--- src/shared/tcap_pkg.sv ---
// Constants and types for the Type-C attach and PHY control block
// ============================================================
// Function
// - Three attach setups exist: external mux, internal modes 1 and 2.
// - External mux: a three-bit attach group gates the USB3 PHY clock.
// - The polarity pin sets the active level of attach and orient inputs.
// - A low or floating mux-mode select gives mode 1; it defaults low.
// - Mode 1 takes presence and orientation from two two-bit groups.
// - A high mux-mode select gives internal mode 2.
// - In mode 2 presence and orientation come from lane pairs A and B.
// - Internal modes enable only the matching PHY lane, others stay off.
`default_nettype none
package tcap_pkg;
  // ============================================================
  // Widths
  localparam int unsigned TCAP_EXT_ATT_W = 3;
  localparam int unsigned TCAP_INT_W = 2;
  localparam int unsigned TCAP_LANES = 2;
  localparam int unsigned TCAP_WARM_W = 3;
  // ============================================================
  // Lane indices
  localparam int unsigned TCAP_LANE_A = 0;
  localparam int unsigned TCAP_LANE_B = 1;
  // ============================================================
  // Reset values and warm-up step
  localparam logic [TCAP_LANES-1:0] TCAP_LANE_OFF = 2'h0;
  localparam logic TCAP_BIT_RST = 1'h0;
  localparam logic [TCAP_WARM_W-1:0] TCAP_WARM_RST = 3'h0;
  localparam logic [TCAP_WARM_W-1:0] TCAP_WARM_STEP = 3'h1;
  // Synchroniser edges until pin levels reach the decode
  localparam logic [TCAP_WARM_W-1:0] TCAP_WARM_DONE = 3'h4;
  // ============================================================
  // Attach configurations
  typedef enum logic [1:0] {
    TCAP_CFG_EXT = 2'h0,
    TCAP_CFG_MODE1 = 2'h1,
    TCAP_CFG_MODE2 = 2'h2
  } tcap_cfg_t;
endpackage
`default_nettype wire

--- src/design/tcap_sync.sv ---
// Three-flop input synchroniser with agreement filter
`timescale 1ns/1ps
`default_nettype none
module tcap_sync #(
  parameter int unsigned W = 1
) (
  // Clock and reset
  input wire logic mclk,
  input wire logic rst_n,
  // Data
  input wire logic [W-1:0] async_in,
  output logic [W-1:0] sync_out
);
  import tcap_pkg::*;
  typedef struct packed {
    logic [W-1:0] s1;
    logic [W-1:0] s2;
    logic [W-1:0] s3;
    logic [W-1:0] val;
  } tcap_sync_st_t;
  tcap_sync_st_t st_q;
  tcap_sync_st_t st_d;
  // ============================================================
  // Next state
  always_comb begin
    st_d = st_q;
    st_d.s1 = async_in;
    st_d.s2 = st_q.s1;
    st_d.s3 = st_q.s2;
    // Change taken once stages two and three agree
    for (int i = 0; i < int'(W); i++) begin
      if (st_q.s2[i] == st_q.s3[i]) begin
        st_d.val[i] = st_q.s3[i];
      end
    end
  end
  always_ff @(posedge mclk) begin
    if (!rst_n) begin
      st_q <= '0;
    end else begin
      st_q <= st_d;
    end
  end
  assign sync_out = st_q.val;
endmodule
`default_nettype wire

--- src/design/tcap_phy_ctrl.sv ---
// Type-C attach decode and USB3 PHY lane and clock control
`timescale 1ns/1ps
`default_nettype none
module tcap_phy_ctrl (
  // Clock and reset
  input wire logic mclk,
  input wire logic rst_n,
  // Board-level configuration
  input wire logic ext_mux_sel,
  input wire logic mux_mode_sel,
  input wire logic input_polarity_sel,
  // Attach inputs from the Type-C controller
  input wire logic [tcap_pkg::TCAP_EXT_ATT_W-1:0] ext_attach_in,
  input wire logic [tcap_pkg::TCAP_INT_W-1:0] c_attach_in,
  input wire logic [tcap_pkg::TCAP_INT_W-1:0] orient_sel_in,
  input wire logic [tcap_pkg::TCAP_INT_W-1:0] lane_attach_in_a,
  input wire logic [tcap_pkg::TCAP_INT_W-1:0] lane_attach_in_b,
  // PHY control
  output logic phy_clk_en,
  output logic [tcap_pkg::TCAP_LANES-1:0] phy_lane_en,
  output logic attached,
  output logic orient_flip,
  output tcap_pkg::tcap_cfg_t cfg_mode
);
  import tcap_pkg::*;

  typedef struct packed {
    tcap_cfg_t cfg;
    logic clk_en;
    logic [TCAP_LANES-1:0] lane_en;
    logic att;
    logic flip;
    logic [TCAP_WARM_W-1:0] warm;
  } tcap_st_t;

  tcap_st_t st_q;
  tcap_st_t st_d;
  logic s_ext;
  logic s_mode;
  logic s_pol;
  logic [TCAP_EXT_ATT_W-1:0] s_ext_att;
  logic [TCAP_INT_W-1:0] s_att;
  logic [TCAP_INT_W-1:0] s_ori;
  logic [TCAP_INT_W-1:0] s_la;
  logic [TCAP_INT_W-1:0] s_lb;
  logic [TCAP_EXT_ATT_W-1:0] p_ext_att;
  logic [TCAP_INT_W-1:0] p_att;
  logic [TCAP_INT_W-1:0] p_ori;
  logic [TCAP_INT_W-1:0] p_la;
  logic [TCAP_INT_W-1:0] p_lb;
  logic ext_att_any;
  logic m1_att;
  logic m1_flip;
  logic m2_a_any;
  logic m2_b_any;
  logic warm_done;

  // ============================================================
  // Input synchronisers, one per pin group
  tcap_sync #(
    .W(1)
  ) u_sync_ext (
    .mclk(mclk),
    .rst_n(rst_n),
    .async_in(ext_mux_sel),
    .sync_out(s_ext)
  );

  tcap_sync #(
    .W(1)
  ) u_sync_mode (
    .mclk(mclk),
    .rst_n(rst_n),
    .async_in(mux_mode_sel),
    .sync_out(s_mode)
  );

  tcap_sync #(
    .W(1)
  ) u_sync_pol (
    .mclk(mclk),
    .rst_n(rst_n),
    .async_in(input_polarity_sel),
    .sync_out(s_pol)
  );

  tcap_sync #(
    .W(TCAP_EXT_ATT_W)
  ) u_sync_ext_att (
    .mclk(mclk),
    .rst_n(rst_n),
    .async_in(ext_attach_in),
    .sync_out(s_ext_att)
  );

  tcap_sync #(
    .W(TCAP_INT_W)
  ) u_sync_att (
    .mclk(mclk),
    .rst_n(rst_n),
    .async_in(c_attach_in),
    .sync_out(s_att)
  );

  tcap_sync #(
    .W(TCAP_INT_W)
  ) u_sync_ori (
    .mclk(mclk),
    .rst_n(rst_n),
    .async_in(orient_sel_in),
    .sync_out(s_ori)
  );

  tcap_sync #(
    .W(TCAP_INT_W)
  ) u_sync_la (
    .mclk(mclk),
    .rst_n(rst_n),
    .async_in(lane_attach_in_a),
    .sync_out(s_la)
  );

  tcap_sync #(
    .W(TCAP_INT_W)
  ) u_sync_lb (
    .mclk(mclk),
    .rst_n(rst_n),
    .async_in(lane_attach_in_b),
    .sync_out(s_lb)
  );

  // ============================================================
  // Polarity: low select means inputs are active low
  assign p_ext_att = s_pol ? s_ext_att : ~s_ext_att;
  assign p_att = s_pol ? s_att : ~s_att;
  assign p_ori = s_pol ? s_ori : ~s_ori;
  assign p_la = s_pol ? s_la : ~s_la;
  assign p_lb = s_pol ? s_lb : ~s_lb;

  // ============================================================
  // Group presence, any active bit counts
  assign ext_att_any = |p_ext_att;
  assign m1_att = |p_att;
  assign m1_flip = m1_att & (|p_ori);
  assign m2_a_any = |p_la;
  assign m2_b_any = |p_lb;

  // ============================================================
  // Warm-up: cleared synchronisers would read as active-low attach
  assign warm_done = (st_q.warm == TCAP_WARM_DONE);

  // ============================================================
  // Decode
  always_comb begin
    st_d = st_q;
    // Outputs keep reset values until real pin levels arrive
    if (!warm_done) begin
      st_d.warm = st_q.warm + TCAP_WARM_STEP;
    end else begin
      if (s_ext) begin
        st_d.cfg = TCAP_CFG_EXT;
      end else if (s_mode) begin
        st_d.cfg = TCAP_CFG_MODE2;
      end else begin
        // Floating select reads low through the board pull-down
        st_d.cfg = TCAP_CFG_MODE1;
      end
      st_d.att = TCAP_BIT_RST;
      st_d.flip = TCAP_BIT_RST;
      st_d.clk_en = TCAP_BIT_RST;
      st_d.lane_en = TCAP_LANE_OFF;
      unique case (st_d.cfg)
        TCAP_CFG_EXT: begin
          // Any attach line running keeps the PHY clock on
          st_d.att = ext_att_any;
          st_d.clk_en = ext_att_any;
          st_d.lane_en[TCAP_LANE_A] = ext_att_any;
        end
        TCAP_CFG_MODE1: begin
          st_d.att = m1_att;
          st_d.flip = m1_flip;
        end
        TCAP_CFG_MODE2: begin
          // Lane B pair alone marks the flipped orientation
          st_d.att = m2_a_any | m2_b_any;
          st_d.flip = m2_b_any & ~m2_a_any;
        end
        default: begin
          st_d.att = TCAP_BIT_RST;
        end
      endcase
      // Internal mux: clock and one lane follow attach and orientation
      if (st_d.cfg != TCAP_CFG_EXT) begin
        st_d.clk_en = st_d.att;
        st_d.lane_en[TCAP_LANE_A] = st_d.att & ~st_d.flip;
        st_d.lane_en[TCAP_LANE_B] = st_d.att & st_d.flip;
      end
    end
  end

  // ============================================================
  // State register
  always_ff @(posedge mclk) begin
    if (!rst_n) begin
      st_q <= '{cfg: TCAP_CFG_MODE1,
                clk_en: TCAP_BIT_RST,
                lane_en: TCAP_LANE_OFF,
                att: TCAP_BIT_RST,
                flip: TCAP_BIT_RST,
                warm: TCAP_WARM_RST};
    end else begin
      st_q <= st_d;
    end
  end

  // ============================================================
  // Outputs
  assign phy_clk_en = st_q.clk_en;
  assign phy_lane_en = st_q.lane_en;
  assign attached = st_q.att;
  assign orient_flip = st_q.flip;
  assign cfg_mode = st_q.cfg;
endmodule
`default_nettype wire

--- config.mk ---
export PLATFORM = sky130hd
export DESIGN_NAME = tcap_phy_ctrl
export DESIGN_NICKNAME = d
export VERILOG_FILES = /design/src/shared/tcap_pkg.sv /design/src/design/tcap_sync.sv /design/src/design/tcap_phy_ctrl.sv
export SDC_FILE = /design/constraint.sdc
export NUM_CORES = 1
export LEC_CHECK = 0
export BUFFER_PORTS_ARGS = -buffer_cell sky130_fd_sc_hd__buf_2
export CAP_MARGIN = 25
export CORE_MARGIN = 4
export CORE_UTILIZATION = 50
export CTS_CLUSTER_DIAMETER = 60
export DETAILED_ROUTE_END_ITERATION = 10
export PLACE_DENSITY = 0.69
export REMOVE_ABC_BUFFERS = 1
export SETUP_SLACK_MARGIN = 0.02
export SYNTH_ARGS = -nofsm -noshare
export SYNTH_HDL_FRONTEND = slang
export SYNTH_SLANG_ARGS = --single-unit
--- constraint.sdc ---
create_clock -name mclk -period 1.7 [get_ports mclk]
set_input_delay 0.34 -clock mclk [delete_from_list [all_inputs] [get_ports mclk]]
set_output_delay 0.34 -clock mclk [all_outputs]
set_load 0.005 [all_outputs]
==> results.json <==
{
  "status": "finished clean",
  "place_hpwl_um": 2140,
  "required_ns": 1.91,
  "cts_buffer_depth": 2,
  "synth_top_cell_by_area": "dfxtp_1",
  "skew_ns": 0.00561,
  "ys_async_sr_fraction_pct": 0,
  "grt_pass1_wl_um": 5620,
  "synth.ff_latch_count": 66,
  "end_kind": "flop",
  "slew_headroom_pct": 75.9,
  "design.die.area_um2": 5590,
  "finalWeightedCongestion": 0.833,
  "synth_cell_types": 28,
  "power_density_nw_per_um2": 1150,
  "fillCellCount": 385,
  "grt_max_degree": 52,
  "crit_family": "simple AND/OR/NAND/NOR gates",
  "n_antenna_cell": 0,
  "rsz0062_at_grt": "no",
  "post_cts_buffers": 0,
  "netlist_area_um2": 2230,
  "post_synth_main_area_contributors": "dfxtp_1 (59%), and2_1 (12%), a21boi_0 (5.4%)",
  "fmax_ghz": 0.642,
  "slowest_stage": "or4b_1",
  "fin_tns_setup_ns": 0,
  "grt.total_usage_pct": 13.7,
  "fin_crit_sh_pct": 91.6,
  "ys_seq_area_share_pct": 59.3,
  "syn_to_final_growth_pct": 14.4,
  "power_mw": 2.94,
  "p_leak_nw": 1.03,
  "min_path_type": "in2reg",
  "netlist_top_cells_count": "dfxtp_1 (66), and2_1 (44), nand2_1 (25)",
  "syn_area_per_cell_um2": 10.4,
  "portBuffers": 22,
  "clkTransAtPathRegs_ns": 0.07,
  "post-synth-top-count-cell": "dfxtp_1",
  "grt-ovfl-total": 0,
  "first_pass_iters": 4,
  "crit_buf_inv": 0,
  "wirelength_um": 3230,
  "synth_edf_count": 0,
  "finalSetupViolations": 0,
  "synthCells": 215,
  "antenna_found_initial": 0,
  "ys.flop_type": "dfxtp_1",
  "clock-root-buffer": "clkbuf_8",
  "max_stage_delay_ns": 0.50,
  "synth_top_area_share_pct": 59.3,
  "grt_pass1_vias": 1315,
  "path_max_fanout": 4,
  "hold_buffers": 0,
  "ys_warn_count": 0,
  "insertion_delay_ns": 0.33,
  "htree_levels": 3,
  "crit_chain": "or4b_1 > and3_1 > a311oi_2 > o31ai_1",
  "pin_count": 23,
  "cts_buffers": 9,
  "cts.sink_count": 66,
  "period_minus_slack_ns": 1.56,
  "drive_above_1_share_pct": 18.9,
  "fin_nets": 257,
  "fp-row-count": 24,
  "chipWidth_um": 74.8,
  "vias": 1437,
  "worst_pin_slew_ns": 0.361,
  "crit_path_start_kind": "flop",
  "drc": 0,
  "via_per_inst": 4.85,
  "wl_per_cell_um": 10.9,
  "die_h_um": 74.8,
  "cap_violations": 0,
  "drt_iter0_markers": 90,
  "tritoncts": "done",
  "start_util_pct": 51.6,
  "ant_nets": 0,
  "cts_resized": 0,
  "finalHoldViolations": 0,
  "ir_drop_uv": 511,
  "critPathArrivalTime_ns": 1.77,
  "design.core.area_um2": 4320,
  "path_class": "reg2reg",
  "utilization_pct": 59.0,
  "slew_viol_final": 0
}
state kept, by name, summed over array words and instances (netlist names), 2 cells and up:
name                     count
u_sync_lb.st_q               2
st_q                         3
u_sync_la.st_q               2
u_sync_la.st_d               4
u_sync_la.sync_out           2
u_sync_att.st_d              4
u_sync_ori.st_q              2
u_sync_ext_att.st_q          3
u_sync_att.st_q              2
u_sync_lb.sync_out           2
u_sync_ori.st_d              4
u_sync_ori.sync_out          2
u_sync_lb.st_d               4
cfg_mode                     2
u_sync_ext.st_d              2
u_sync_pol.st_d              2
u_sync_ext_att.st_d          6
u_sync_mode.st_d             2
u_sync_att.sync_out          2
u_sync_ext_att.sync_out      3
phy_lane_en                  2
stage by stage:
stage                     worst slack, ns  hold WS, ns  instance area, um2  std cells
after floorplan                     0.108        0.412                2160        202
after global placement              0.160        0.414                2370        280
final                               0.143        0.212                2550        296
after detailed placement            0.105        0.419                2370        280
after global routing               0.0269        0.195                2550        296
after CTS                          0.0864        0.192                2550        296
logic make-up after synthesis:
family                     after synthesis  synth area share [%]
AOI/OAI and AO/OA                       46                  14.7
xor gates and xnor gates                 1                 0.393
adders and majority gates                2                  1.12
buffers and inverters                   16                  3.54
DFF                                     66                  59.3
and+or+nand+nor                         84                  21.0
where the power goes:
| part | switching, mW | internal, mW | total (mW) |
|---|---|---|---|
| Combinational | 0.0563 | 0.0648 | 0.121 |
| Clock | 0.539 | 0.646 | 1.18 |
| Sequential | 0.0249 | 1.61 | 1.63 |
| Total | 0.620 | 2.32 | 2.94 |
layout by cell type, fill, tap and decap left out, types with 3 or more instances in the layout:
master / n
nand2_1: 25
o21ai_0: 17
nor2_1: 3
nand3_1: 4
clkbuf_8: 12
buf_4: 4
buf_2: 22
and2_1: 43
a21boi_0: 16
a31oi_1: 4
dfxtp_1: 66
inv_1: 3
routing by layer:
metal	vias up	wire (um)	global-route usage [%]
li1	762	-	-
met1	638	1640	17.0
met2	30	1320	18.7
met3	7	195	5.87
met4	0	74	10.3
met5	-	0	0
final cells by class:
class / count / area [um2] / area share (%)
Multi-Input combinational cell: 133 / 831 / 32.6
Clock buffer: 14 / 173 / 6.77
Timing Repair Buffer: 26 / 140 / 5.49
Clock inverter: 2 / 10.0 / 0.392
Sequential cell: 66 / 1320 / 51.8
Inverter: 3 / 11.3 / 0.441
Tap cell: 52 / 65.1 / 2.55
path summary, 6_finish.rpt:
| path | startpoint | end | slack (ns) | cells past startpoint |
|---|---|---|---|---|
| hold reg to reg | u_sync_mode.st_d[2] | u_sync_mode.st_d[1] | 0.43 | 1 |
| hold / removal | lane_attach_in_a[1] | u_sync_la.st_d[5] | 0.21 | 2 |
| setup / recovery | u_sync_ext_att.sync_out[0] | phy_lane_en[0] | 0.14 | 4 |
| setup reg to reg | u_sync_ext_att.sync_out[0] | phy_lane_en[0] | 0.14 | 4 |
worst reg2reg max path, cell delays in order (launching register included):
cell and delay [ns]:
dfxtp_1 0.32, or4b_1 0.50, and3_1 0.19, a311oi_2 0.31, o31ai_1 0.12
Power figures use the tool's default switching activity.
